<file path="src/rtl/twi_rx_pkg.sv">
// constants and types shared by the two-wire receive path and its fifo
// assumes a 20 MHz peripheral clock and pins synchronous to it
// How it works
// - transmit pin becomes two-way data line
// - receive pin becomes two-way clock line
// - clock pin level readable regardless of direction
// - data line idles at port output value
// - dma source: ack, or ninth falling edge
// - normal store: bits one-eight into 7..0
// - split store: bits 6..0, eighth in 8
// - first transfer on ninth clock falling edge
// - split: second transfer rewrites full byte
// - split read: 6..0 as 7..1, 8 as 0
// - start: data falls while clock high
// - stop: data rises while clock high
// - nack interrupt on ninth rising edge
`default_nettype none
package twi_rx_pkg;
   // serial mode field encodings
   localparam logic [2:0] SMD_DISABLED = 3'h0;
   localparam logic [2:0] SMD_TWO_WIRE = 3'h2;
   // clock and filter times
   localparam int CLK_PERIOD_NS = 50;
   localparam int FILT_WIDE_NS = 200;
   localparam int FILT_NARROW_NS = 15;
   // a least time rounds up, never below one cycle
   localparam int FILT_WIDE_INT = (FILT_WIDE_NS + CLK_PERIOD_NS - 1) / CLK_PERIOD_NS;
   localparam int FILT_NARROW_INT = (FILT_NARROW_NS + CLK_PERIOD_NS - 1) / CLK_PERIOD_NS;
   localparam logic [2:0] FILT_WIDE_CYC = 3'(FILT_WIDE_INT < 1 ? 1 : FILT_WIDE_INT);
   localparam logic [2:0] FILT_NARROW_CYC = 3'(FILT_NARROW_INT < 1 ? 1 : FILT_NARROW_INT);
   // bit positions of a byte frame
   localparam logic [3:0] DATA_BITS = 4'h8;
   localparam logic [3:0] ACK_BIT = 4'h9;
   // receive buffer layout
   localparam int RBUF_W = 9;
   localparam int SPLIT_HI_BIT = 8;
   localparam logic [8:0] RBUF_RESET = 9'h000;
   // fifo defaults
   localparam int FIFO_WIDTH = 8;
   localparam int FIFO_DEPTH = 8;
   // frame phase, gray along idle -> shift -> ninth -> second
   typedef enum logic [1:0] {
      PH_IDLE = 2'h0,
      PH_SHIFT = 2'h1,
      PH_NINTH = 2'h3,
      PH_SECOND = 2'h2
   } phase_type;
endpackage
`default_nettype wire

</file>
<file path="src/rtl/twi_rx_fifo.sv">
// synchronous fifo between byte assembly and the reader
// assumes one clock; in_ready low stalls the writer
`default_nettype none
module twi_rx_fifo
   import twi_rx_pkg::*;
#(
   parameter int WIDTH = FIFO_WIDTH,
   parameter int DEPTH = FIFO_DEPTH
) (
   input wire logic clk,
   input wire logic rst_n,
   input wire logic in_valid,
   output logic in_ready,
   input wire logic [WIDTH-1:0] in_data,
   output logic out_valid,
   input wire logic out_ready,
   output logic [WIDTH-1:0] out_data
);
   localparam int AW = (DEPTH > 1) ? $clog2(DEPTH) : 1;
   localparam logic [AW:0] DEPTH_C = (AW + 1)'(DEPTH);

   typedef struct packed {
      logic [AW:0] wr; // write pointer, extra wrap bit
      logic [AW:0] rd; // read pointer
      logic [AW:0] fill; // words held
   } fifo_state_type;

   fifo_state_type s_r; // registered state
   fifo_state_type s_nxt; // next state
   logic [WIDTH-1:0] mem [DEPTH]; // storage, no reset needed
   logic do_wr; // accepted write
   logic do_rd; // accepted read

   // honest flags straight from the fill count
   assign in_ready = (s_r.fill != DEPTH_C);
   assign out_valid = (s_r.fill != '0);
   assign out_data = mem[s_r.rd[AW-1:0]];
   assign do_wr = in_valid && in_ready;
   assign do_rd = out_valid && out_ready;

   // pointer and count update
   always_comb begin
      s_nxt = s_r;
      if (do_wr) begin
         s_nxt.wr = (s_r.wr[AW-1:0] == AW'(DEPTH - 1)) ? {~s_r.wr[AW], {AW{1'b0}}}
                                                        : s_r.wr + 1'b1;
      end
      if (do_rd) begin
         s_nxt.rd = (s_r.rd[AW-1:0] == AW'(DEPTH - 1)) ? {~s_r.rd[AW], {AW{1'b0}}}
                                                        : s_r.rd + 1'b1;
      end
      // simultaneous read and write leaves the count alone
      if (do_wr && !do_rd) begin
         s_nxt.fill = s_r.fill + 1'b1;
      end else if (do_rd && !do_wr) begin
         s_nxt.fill = s_r.fill - 1'b1;
      end
   end

   // state register
   always_ff @(posedge clk or negedge rst_n) begin
      if (!rst_n) begin
         s_r <= '0;
      end else begin
         s_r <= s_nxt;
      end
   end

   // storage write
   always_ff @(posedge clk) begin
      if (do_wr) begin
         mem[s_r.wr[AW-1:0]] <= in_data;
      end
   end
endmodule
`default_nettype wire

</file>
<file path="src/rtl/twi_rx_path.sv">
// two-wire receive path: pin roles, line defaults, filters, condition
// detect, receive buffer with split store, dma source and byte fifo
// assumes pin inputs synchronous to clk and an outside pad resolving
// the open-drain wires from the active-low enables
`default_nettype none
module twi_rx_path
   import twi_rx_pkg::*;
#(
   parameter int DEPTH = FIFO_DEPTH
) (
   input wire logic clk,
   input wire logic rst_n,
   input wire logic two_wire_mode_select,
   input wire logic [2:0] serial_mode_select,
   input wire logic ack_interrupt_select,
   input wire logic clock_delay_select,
   input wire logic clock_polarity_select,
   input wire logic port_output_data,
   input wire logic port_direction,
   input wire logic serial_data_pin_in,
   output logic serial_data_pin_out,
   output logic serial_data_pin_oe_n,
   input wire logic serial_clock_pin_in,
   output logic serial_clock_pin_out,
   output logic serial_clock_pin_oe_n,
   output logic serial_clock_level,
   output logic serial_data_level,
   output logic [8:0] receive_buffer_reg,
   output logic [7:0] receive_read_data,
   output logic dma_request,
   output logic nack_interrupt,
   output logic start_detect,
   output logic stop_detect,
   output logic rx_valid,
   input wire logic rx_ready,
   output logic [7:0] rx_data
);
   typedef struct packed {
      phase_type ph; // frame phase
      logic [3:0] cnt; // clock rising edges in this byte
      logic [7:0] shreg; // incoming bits, first in at top
      logic [8:0] rbuf; // receive buffer
      logic split; // buffer currently holds split layout
      logic push_pend; // byte waiting for the fifo
      logic [7:0] push_data; // byte to push
      logic dflt; // latched data line default
      logic sda_f; // filtered data
      logic scl_f; // filtered clock
      logic sda_q; // previous filtered data
      logic scl_q; // previous filtered clock
      logic [2:0] sda_cnt; // data filter stability count
      logic [2:0] scl_cnt; // clock filter stability count
      logic start_p; // start pulse
      logic stop_p; // stop pulse
      logic dma_p; // dma request pulse
      logic nack_p; // nack pulse
   } path_state_type;

   path_state_type s_r; // registered state
   path_state_type s_nxt; // next state
   logic mode_on; // two-wire mode active
   logic [2:0] filt_len; // filter width in cycles
   logic scl_rise; // filtered clock rising
   logic scl_fall; // filtered clock falling
   logic split_mode; // split-byte layout in force
   logic fifo_in_ready; // fifo can take a byte
   logic stretch; // hold clock low for back-pressure
   logic scl_drive_low; // clock pull-down request

   assign mode_on = two_wire_mode_select && (serial_mode_select == SMD_TWO_WIRE);
   assign filt_len = mode_on ? FILT_WIDE_CYC : FILT_NARROW_CYC;
   assign scl_rise = s_r.scl_f && !s_r.scl_q;
   assign scl_fall = !s_r.scl_f && s_r.scl_q;
   assign split_mode = ack_interrupt_select && clock_delay_select;

   // a full fifo stretches the clock so the sender waits, not the data lost
   assign stretch = mode_on && s_r.push_pend && !fifo_in_ready;
   // idle clock level follows the delay setting; stretch pulls low
   assign scl_drive_low = mode_on && ((clock_delay_select && s_r.ph == PH_IDLE) || stretch);

   // open drain: drive only a low, release for a high
   assign serial_clock_pin_out = 1'b0;
   assign serial_clock_pin_oe_n = !scl_drive_low;
   assign serial_data_pin_out = 1'b0;
   assign serial_data_pin_oe_n = s_r.dflt;

   // clock level visible in two-wire mode whatever the direction bit
   assign serial_clock_level = (mode_on || !port_direction) ? s_r.scl_f : 1'b0;
   assign serial_data_level = (mode_on || !port_direction) ? s_r.sda_f : 1'b0;

   assign receive_buffer_reg = s_r.rbuf;
   // split layout reads back as a whole byte
   assign receive_read_data = s_r.split ? {s_r.rbuf[6:0], s_r.rbuf[SPLIT_HI_BIT]}
                                        : s_r.rbuf[7:0];
   assign dma_request = s_r.dma_p;
   assign nack_interrupt = s_r.nack_p;
   assign start_detect = s_r.start_p;
   assign stop_detect = s_r.stop_p;

   // next-state logic for the whole path
   always_comb begin
      s_nxt = s_r;
      s_nxt.start_p = 1'b0;
      s_nxt.stop_p = 1'b0;
      s_nxt.dma_p = 1'b0;
      s_nxt.nack_p = 1'b0;
      s_nxt.sda_q = s_r.sda_f;
      s_nxt.scl_q = s_r.scl_f;

      // default data level only latched while serial i/o is disabled
      if (serial_mode_select == SMD_DISABLED) begin
         s_nxt.dflt = port_output_data;
      end

      // glitch filters: accept a new level after filt_len stable cycles
      if (serial_data_pin_in == s_r.sda_f) begin
         s_nxt.sda_cnt = 3'h0;
      end else if (s_r.sda_cnt + 3'h1 >= filt_len) begin
         s_nxt.sda_f = serial_data_pin_in;
         s_nxt.sda_cnt = 3'h0;
      end else begin
         s_nxt.sda_cnt = s_r.sda_cnt + 3'h1;
      end
      if (serial_clock_pin_in == s_r.scl_f) begin
         s_nxt.scl_cnt = 3'h0;
      end else if (s_r.scl_cnt + 3'h1 >= filt_len) begin
         s_nxt.scl_f = serial_clock_pin_in;
         s_nxt.scl_cnt = 3'h0;
      end else begin
         s_nxt.scl_cnt = s_r.scl_cnt + 3'h1;
      end

      // fifo accepted the pending byte
      if (s_r.push_pend && fifo_in_ready) begin
         s_nxt.push_pend = 1'b0;
      end

      if (!mode_on) begin
         // leaving the mode drops any half-received frame
         s_nxt.ph = PH_IDLE;
         s_nxt.cnt = 4'h0;
      end else if (s_r.scl_f && s_r.scl_q && s_r.sda_q && !s_r.sda_f) begin
         // data falls with clock high
         s_nxt.start_p = 1'b1;
         s_nxt.ph = PH_SHIFT;
         s_nxt.cnt = 4'h0;
      end else if (s_r.scl_f && s_r.scl_q && !s_r.sda_q && s_r.sda_f) begin
         // data rises with clock high
         s_nxt.stop_p = 1'b1;
         s_nxt.ph = PH_IDLE;
         s_nxt.cnt = 4'h0;
      end else begin
         case (s_r.ph)
            PH_IDLE: begin
               // wait for a start condition
               s_nxt.cnt = 4'h0;
            end
            PH_SHIFT: begin
               // data bits sampled on clock rising, first bit ends at top
               if (scl_rise) begin
                  s_nxt.shreg = {s_r.shreg[6:0], s_r.sda_f};
                  s_nxt.cnt = s_r.cnt + 4'h1;
                  if (s_r.cnt + 4'h1 == DATA_BITS) begin
                     s_nxt.ph = PH_NINTH;
                  end
               end
            end
            PH_NINTH: begin
               if (scl_rise && s_r.cnt == DATA_BITS) begin
                  // ninth rising: acknowledge bit seen
                  s_nxt.cnt = ACK_BIT;
                  if (!ack_interrupt_select && s_r.sda_f) begin
                     s_nxt.nack_p = 1'b1;
                  end
                  if (!ack_interrupt_select && !s_r.sda_f) begin
                     s_nxt.dma_p = 1'b1;
                  end
               end else if (scl_fall && s_r.cnt == ACK_BIT) begin
                  // ninth falling: first buffer transfer
                  s_nxt.cnt = 4'h0;
                  if (ack_interrupt_select) begin
                     s_nxt.dma_p = 1'b1;
                  end
                  if (split_mode) begin
                     // bits one to seven low, eighth parked in bit 8
                     s_nxt.rbuf = {s_r.shreg[0], 1'b0, s_r.shreg[7:1]};
                     s_nxt.split = 1'b1;
                     s_nxt.ph = PH_SECOND;
                  end else begin
                     s_nxt.rbuf = {1'b0, s_r.shreg};
                     s_nxt.split = 1'b0;
                     s_nxt.push_pend = 1'b1;
                     s_nxt.push_data = s_r.shreg;
                     s_nxt.ph = PH_SHIFT;
                  end
               end
            end
            PH_SECOND: begin
               // delayed ninth rising: full byte rewritten in place
               if (scl_rise) begin
                  s_nxt.rbuf = {1'b0, s_r.shreg};
                  s_nxt.split = 1'b0;
                  s_nxt.push_pend = 1'b1;
                  s_nxt.push_data = s_r.shreg;
                  s_nxt.ph = PH_SHIFT;
                  s_nxt.cnt = 4'h0;
               end
            end
            default: begin
               s_nxt.ph = PH_IDLE;
               s_nxt.cnt = 4'h0;
            end
         endcase
      end
   end

   // state register; lines assumed released high at reset
   always_ff @(posedge clk or negedge rst_n) begin
      if (!rst_n) begin
         s_r <= '0;
         s_r.ph <= PH_IDLE;
         s_r.rbuf <= RBUF_RESET;
         s_r.dflt <= 1'b1;
         s_r.sda_f <= 1'b1;
         s_r.scl_f <= 1'b1;
         s_r.sda_q <= 1'b1;
         s_r.scl_q <= 1'b1;
      end else begin
         s_r <= s_nxt;
      end
   end

   // received bytes queue here; full stretches the clock
   twi_rx_fifo #(
      .WIDTH(FIFO_WIDTH),
      .DEPTH(DEPTH)
   ) u_fifo (
      .clk(clk),
      .rst_n(rst_n),
      .in_valid(s_r.push_pend),
      .in_ready(fifo_in_ready),
      .in_data(s_r.push_data),
      .out_valid(rx_valid),
      .out_ready(rx_ready),
      .out_data(rx_data)
   );

   // polarity select has no effect on the two-wire lines
   logic unused_pol;
   assign unused_pol = clock_polarity_select;
endmodule
`default_nettype wire

</file>
<file path="config.mk">
export PLATFORM = sky130hd
export DESIGN_NAME = twi_rx_path
export DESIGN_NICKNAME = d
export VERILOG_FILES = /design/src/rtl/twi_rx_pkg.sv /design/src/rtl/twi_rx_fifo.sv /design/src/rtl/twi_rx_path.sv
export SDC_FILE = /design/constraint.sdc
export NUM_CORES = 1
export LEC_CHECK = 0
export BUFFER_PORTS_ARGS = -buffer_cell sky130_fd_sc_hd__buf_2
export CORE_ASPECT_RATIO = 2
export CORE_MARGIN = 1
export CORE_UTILIZATION = 25
export DETAILED_ROUTE_END_ITERATION = 6
export PLACE_DENSITY = 0.43
export SYNTH_ARGS = -nofsm -noshare
export SYNTH_HDL_FRONTEND = slang
export SYNTH_SLANG_ARGS = --single-unit
</file>
<file path="constraint.sdc">
create_clock -name clk -period 2.7 [get_ports clk]
set_input_delay 0.54 -clock clk [delete_from_list [all_inputs] [get_ports clk]]
set_output_delay 0.54 -clock clk [all_outputs]
set_load 0.01 [all_outputs]
</file>
==> metrics.md, run 1 <==
| Metric | Value |
|---|---|
| Vias in the first global route | `around 3.8k` |
| Post-Syn Area | `5710 µm²` |
| Area Overhead vs Synth | `20.8%` |
| Hold buffers post-CTS | `0` |
| Crit path max fanout | `17` |
| Final max-slew violation count | `0` |
| Pwr/cell area | `652 nW/µm²` |
| Die Footprint | `23500 µm²` |
| Layout cell share with drive strength beyond 1 | `0.335` |
| TNS Setup | `0 ns` |
| Filler cell count | `2213` |
| Hold WC Path Type | `input port to asynchronous set/reset pin` |
| Tightest Pin Transition | `0.608 ns` |
| Largest net degree at the start of global routing | `37` |
| Drt wl/cell | `approximately 18 µm` |
| Synthesized instance count | `412` |
| Max reg flops | `64` |
| Worst Clk Skew | `0.00485 ns` |
| Seq cells post-synth | `122` |
| Max IR drop VDD | `0.376 mV` |
| Crit path DAT | `1.98 ns` |
| Area contributors post-synth | `edfxtp_1 34%, dfrtp_1 23%, mux2_2 6.3%` |
| Post-synth EDFFs | `64` |
| Clk_lat worst skew | `0.41 ns` |
| DIE WIDTH | `~110 µm` |
| H-tree depth | `4` |
| R2r endpoint | `u_fifo.s_r[3]$_DFFE_PN0P_` |
| Final hold violation count | `0` |
| Post-layout util | `0.310` |
| Final setup viols | `0` |
| Slew HR | `0.595` |
| GRT overflow | `0` |
| Core box area | `about 22000 µm²` |
| Vias per cell | `4.58` |
| Instance area at placement | `approximately 6300 µm²` |
| Clk pwr share | `0.542` |
| # DRC | `0` |
| P_leak | `about 2.6 nW` |
| Max Cap Viol | `0` |
| DP Wirelength | `9.54 mm` |
| Fmax achieved | `396 MHz` |
| I/O pins | `50` |
| Pint | `3.56 mW` |
| Yosys cell types | `56` |
| Crit. End Element | `output pin` |
| Clock root buffer | `clkbuf_16` |
| Syn avg cell area | `13.9 µm²` |
| Top cell type by total area after synthesis | `edfxtp_1` |
| Seq/Total Area, Yosys | `0.592` |
| Status | `complete, no violations` |
| Initial antenna violation count | `0` |
| RSZ-0062 raised after global routing | `false` |
| Critical path class | `flop to output pin` |
| Design Area, Final | `roughly 6900 µm²` |
| DR vias | `3443` |
| Fraction of registers with async set/reset | `0.475` |
| Share of the synthesized area in the top cell type | `0.336` |
| Area of the multi-input gates | `between 2000 and 2500 µm²` |
| Storage cell area | `3380 µm²` |
| Reg2reg start | `u_fifo.s_r[0]$_DFFE_PN0P_` |
| CTS tree | `built` |
| Worst EP required | `2.16 ns` |
| PortBufs | `46` |
| Routed WL | `between 10 and 15 mm` |
| CTS Buffer Depth | `2` |
| Number of antenna diodes | `0` |
| Placer Congestion | `between 0.7 and 0.8` |
| # rows | `77` |
| First-pass GRT wire length | `between 20 and 25 mm` |
| Sequential share of power | `0.438` |
| Worst-path clk slew | `0.06 ns` |
| Initial DRT Pass Iterations | `4` |
| NetSw | `0.939 mW` |
| Gate power share | `0.020` |
| Crit start category | `flop` |
| 1st-iter DRT viols | `196` |
| Initial Utilization | `0.257` |
| Final period util | `0.935` |
| Yosys warns | `0` |
| Sw frac | `0.209` |
| Number of buffers created by CTS | `17` |
| Most common flop cell mapped by yosys | `edfxtp_1` |
| DIE HEIGHT | `216 µm` |
| CTS Sinks | `122` |
| Tmin final | `2.52 ns` |
| Final net count | `just under 500` |
| GR Util All Layers | `0.124` |
| R2R Setup Slk | `0.20 ns` |
| Power, Total | `4.50 mW` |
| Final ANT Viol Nets | `0` |
| R2R cell count | `9` |
[layout by cell type (no fill, tap or decap), drive strengths merged, types with 7 or more instances in the layout]
cell	netlist	final
clkbuf	9	18
ha	16	16
a21oi	13	13
inv	14	20
mux2	32	32
edfxtp	64	64
nand2	30	30
dfrtp	53	53
nor2	10	10
and3	7	7
o21ai	17	17
nor3	17	17
a211oi	9	9
o41a	7	7
o21bai	7	7
buf	23	62
mux4	16	16
[cell type report]
type / instances / area share
Timing Repair Buffer: 62 / 0.0544
Inverter: 14 / 0.00761
Clock inverter: 14 / 0.0301
Sequential cell: 122 / 0.490
Clock buffer: 18 / 0.0622
Tap cell: 276 / 0.0500
Multi-Input combinational cell: 245 / 0.306
[worst max-delay path, cell delays in order, from the launching register on]
cell and delay [ns]:
dfrtp_1 0.40, buf_12 0.20, mux4_2 0.52, mux2_2 0.29
buf_2 0.14
[timing repair]
item / 4_1_cts / 5_1_grt
gates resized for setup: 0 / 2
endpoints found under the setup margin: 0 / 1
setup buffers: 0 / 0
[power by group through the flow]
stage / Sequential (mW) / Clock [mW] / Combinational (mW)
floorplan: 2.00 / 0 / 0.0450
global placement: 2.01 / 0 / 0.0907
detailed placement: 2.01 / 0 / 0.0917
CTS: 1.97 / 2.50 / 0.0919
global route: 1.97 / 2.58 / 0.101
finish: 1.97 / 2.44 / 0.0888
[cell usage after synthesis (all sizes together), types with 9 or more instances]
| cell type | instances |
|---|---|
| a21oi | 13 |
| inv | 14 |
| ha | 16 |
| edfxtp | 64 |
| mux2 | 32 |
| dfrtp | 53 |
| nor3 | 17 |
| nor2 | 10 |
| a211oi | 9 |
| mux4 | 16 |
| nand2 | 30 |
| o21ai | 17 |
| buf | 23 |
| clkbuf | 9 |
[layer usage]
layer,track usage,vias to the layer above,part of all wire,wire length [µm]
li1,-,1642,-,-
met1,0.117,1728,0.35,4590
met2,0.240,52,0.60,7940
met3,0.0275,21,0.021,284
met4,0.0622,0,0.031,405
met5,0,-,0,0
[logic make-up (layout without fill, tap and decap cells)]
logic type / after synthesis / after routing / synth area share
flops: 122 / 122 / 0.592
simple gates: 97 / 97 / 0.0968
compound gates: 70 / 70 / 0.0883
mux: 50 / 50 / 0.130
buf+inv: 46 / 108 / 0.0407
fa+ha+maj: 17 / 17 / 0.0385
xor+xnor: 9 / 9 / 0.0138
other cells: 1 / 2 / 0.000656
[through the flow]
stage               cells  worst slack, ns  hold slack (ns)
detailed placement    719            0.151            0.459
finish                751            0.177            0.136
floorplan             413            0.224            0.244
global route          751           0.0415            0.153
global placement      719            0.153            0.447
CTS                   751            0.125            0.140
[how the worst max path moves through the flow]
stage	from	to	slack (ns)	cells after the start
final	u_fifo.s_r[4]$_DFFE_PN0P_	rx_data[5]	0.18	4
after global routing	u_fifo.s_r[0]$_DFFE_PN0P_	u_fifo.s_r[3]$_DFFE_PN0P_	0.04	9
after CTS	u_fifo.s_r[4]$_DFFE_PN0P_	rx_data[5]	0.13	4
after detailed placement	u_fifo.s_r[0]$_DFFE_PN0P_	u_fifo.s_r[3]$_DFFE_PN0P_	0.15	9
after global placement	u_fifo.s_r[0]$_DFFE_PN0P_	u_fifo.s_r[3]$_DFFE_PN0P_	0.15	9
after floorplan	u_fifo.s_r[0]$_DFFE_PN0P_	u_fifo.s_r[3]$_DFFE_PN0P_	0.22	9
Note: power is estimated with default switching activity, not from simulation.
==> inputs of run 2 (changes only) <==
--- a/config.mk
+++ b/config.mk
@@ -10,7 +10,7 @@
 export CORE_MARGIN = 1
 export CORE_UTILIZATION = 25
 export DETAILED_ROUTE_END_ITERATION = 6
-export PLACE_DENSITY = 0.43
+export PLACE_DENSITY = 0.51
 export SYNTH_ARGS = -nofsm -noshare
 export SYNTH_HDL_FRONTEND = slang
 export SYNTH_SLANG_ARGS = --single-unit
==> run 2 against run 1 <==
Net effect:
- design area is 0.98% lower
- register-to-register slack hardly changed
- wire length is 5.0% lower
- maximum frequency is 1.3% lower
- global-route usage is 0.60 points lower
- non-clock buffer count is 3 higher
- power is 7.7% lower
- sequential share of layout area is 0.48 points higher
- setup slack worse by 0.033 ns
- cell count is 0.40% higher
==> metrics.md, run 2 (synthesized netlist as in run 1, its figures left out) <==
| Metric | Value |
|---|---|
| Crit path max fanout | `17 (unchanged)` |
| Initial Utilization | `0.257 (unchanged)` |
| Number of buffers created by CTS | `17 (unchanged)` |
| DR vias | `3492 (+1.4%)` |
| RSZ-0062 raised after global routing | `false` |
| Crit start category | `flop` |
| DIE WIDTH | `109 µm (unchanged)` |
| Cell family with most CP delay | `multiplexers` |
| CTS Sinks | `122 (unchanged)` |
| Vias per cell | `4.63 (+1.0%)` |
| Filler cell count | `2201 (-0.54%)` |
| Area of the multi-input gates | `2110 µm² (-0.12%)` |
| PortBufs | `46 (unchanged)` |
| Worst path max stage delay | `0.54 ns (+0.02 ns)` |
| Max Cap Viol | `0 (unchanged)` |
| GRT overflow | `0 (unchanged)` |
| GR Util All Layers | `0.118 (-0.00600)` |
| Hold WC Path Type | `input port to asynchronous set/reset pin` |
| Crit path DAT | `2.02 ns (+0.04 ns)` |
| Number of antenna diodes | `0 (unchanged)` |
| H-tree depth | `4 (unchanged)` |
| DP Wirelength | `9.25 mm (-3.1%)` |
| First-pass GRT wire length | `20.6 mm (-2.7%)` |
| Worst Path Buf+Inv | `2 (unchanged)` |
| Clk_lat worst skew | `0.40 ns (about the same)` |
| Routed WL | `12.6 mm (-5.0%)` |
| Most frequent cells in the layout | `64 x edfxtp_1, 53 x dfrtp_1, 46 x buf_2` |
| CTS Buffer Depth | `2 (unchanged)` |
| Initial antenna violation count | `0 (unchanged)` |
| R2R Setup Slk | `0.19 ns (about the same)` |
| Max IR drop VDD | `0.570 mV (+52%)` |
| Core box area | `22300 µm² (unchanged)` |
| Tmin final | `2.56 ns (+0.0333 ns)` |
| # DRC | `0 (unchanged)` |
| Worst-path clk slew | `0.06 ns (about the same)` |
| Fmax achieved | `391 MHz (-1.3%)` |
| CTS tree | `built` |
| Tightest Pin Transition | `0.632 ns (+0.0243 ns)` |
| Storage cell area | `3380 µm² (unchanged)` |
| CP max-delay cell | `mux4_2` |
| Worst Clk Skew | `0.00514 ns (+0.000285 ns)` |
| Status | `complete, no violations` |
| Pwr/cell area | `608 nW/µm² (-6.8%)` |
| DIE HEIGHT | `216 µm (unchanged)` |
| Largest net degree at the start of global routing | `33 (-11%)` |
| Critical-path cell list | `buf_12 > mux4_2 > mux2_2 > buf_2` |
| Hold buffers post-CTS | `0 (unchanged)` |
| Final setup viols | `0 (unchanged)` |
| Worst EP required | `2.16 ns (about the same)` |
| Area Overhead vs Synth | `19.6%` |
| Slew HR | `0.579 (-0.0162)` |
| Die Footprint | `23500 µm² (unchanged)` |
| Vias in the first global route | `3781 (+0.51%)` |
| Placer Congestion | `0.801 (+2.7%)` |
| Critical path class | `flop to output pin` |
| Most common cell after layout, fill and taps aside | `edfxtp_1` |
| Initial DRT Pass Iterations | `4 (unchanged)` |
| Clock root buffer | `clkbuf_16` |
| # rows | `77 (unchanged)` |
| TNS Setup | `0 ns (unchanged)` |
| Final hold violation count | `0 (unchanged)` |
| I/O pins | `50 (unchanged)` |
| 1st-iter DRT viols | `108 (-45%)` |
| Layout cell share with drive strength beyond 1 | `0.331 (-0.00419)` |
| Final max-slew violation count | `0 (unchanged)` |
| Power, Total | `4.15 mW (-7.7%)` |
| Max reg flops | `64 (unchanged)` |
| Drt wl/cell | `16.7 µm (-5.4%)` |
| P_leak | `2.53 nW (-1.6%)` |
| Final net count | `496 (+0.61%)` |
| Crit. End Element | `output pin` |
| Final ANT Viol Nets | `0 (unchanged)` |
| Final period util | `0.947 (+0.0124)` |
==> run 2: cell count changes in the layout (fill, tap and decap cells not counted), sizes merged <==
cell	change
clkinvlp	+4
buf	+3
bufinv	-3
clkinv	+3
inv	-3
clkbuf	-1
==> run 2: routing by layer <==
metal  global-route usage  wire length (µm)  vias to the layer above
met4               0.0532               298                        0
met1                0.109              4400                     1752
met5                    0                 0                        -
li1                     -                 -                     1660
met3               0.0223               261                       16
met2                0.236              7600                       64
==> run 2: layout make-up <==
cell class              count  share of cell area
clock inverters            15              0.0181
inverters                  14             0.00769
repair buffers             65              0.0582
well taps                 276              0.0505
clock buffers              17              0.0622
flip-flops and latches    122               0.495
multi-input cells         245               0.309
==> run 2: stage by stage <==
| stage | instance area, µm² | setup slack [ns] | hold WS [ns] | instances | util |
|---|---|---|---|---|---|
| 2_1_floorplan | 5720 | 0.224 | 0.244 | 413 | - |
| 4_1_cts | 6820 | 0.0914 | 0.163 | 753 | 0.307 |
| 3_5_place_dp | 6270 | 0.112 | 0.464 | 721 | 0.282 |
| 5_1_grt | 6830 | 0.0306 | 0.192 | 754 | 0.307 |
| 3_3_place_gp | 6270 | 0.208 | 0.448 | 721 | 0.282 |
| 6_report | 6830 | 0.143 | 0.154 | 754 | 0.307 |
==> run 2: what timing repair did <==
action	in CTS	in global routing
resized for setup	0	1
setup buffers	0	1
setup endpoints to repair	0	1
==> run 2: final timing paths <==
| check | start | end | cells past startpoint |
|---|---|---|---|
| hold reg to reg | s_r[4]$_DFF_PN0_ | s_r[4]$_DFF_PN0_ | 1 |
| setup / recovery | u_fifo.s_r[4]$_DFFE_PN0P_ | rx_data[5] | 4 |
| setup reg to reg | u_fifo.s_r[0]$_DFFE_PN0P_ | u_fifo.s_r[3]$_DFFE_PN0P_ | 9 |
| min in group clk | port_output_data | serial_data_pin_oe_n$_DFFE_PN1N_ | 2 |
| hold / removal | rst_n | receive_buffer_reg[5]$_DFFE_PN0P_ | 1 |
| max in group asynchronous | rst_n | s_r[11]$_DFF_PN1_ | 2 |
==> run 2: power by group <==
| part | internal [mW] | switching (mW) |
|---|---|---|
| Clock | 1.26 | 0.834 |
| Combinational | 0.0340 | 0.0586 |
| Sequential | 1.96 | 0.00744 |
| Total | 3.25 | 0.900 |
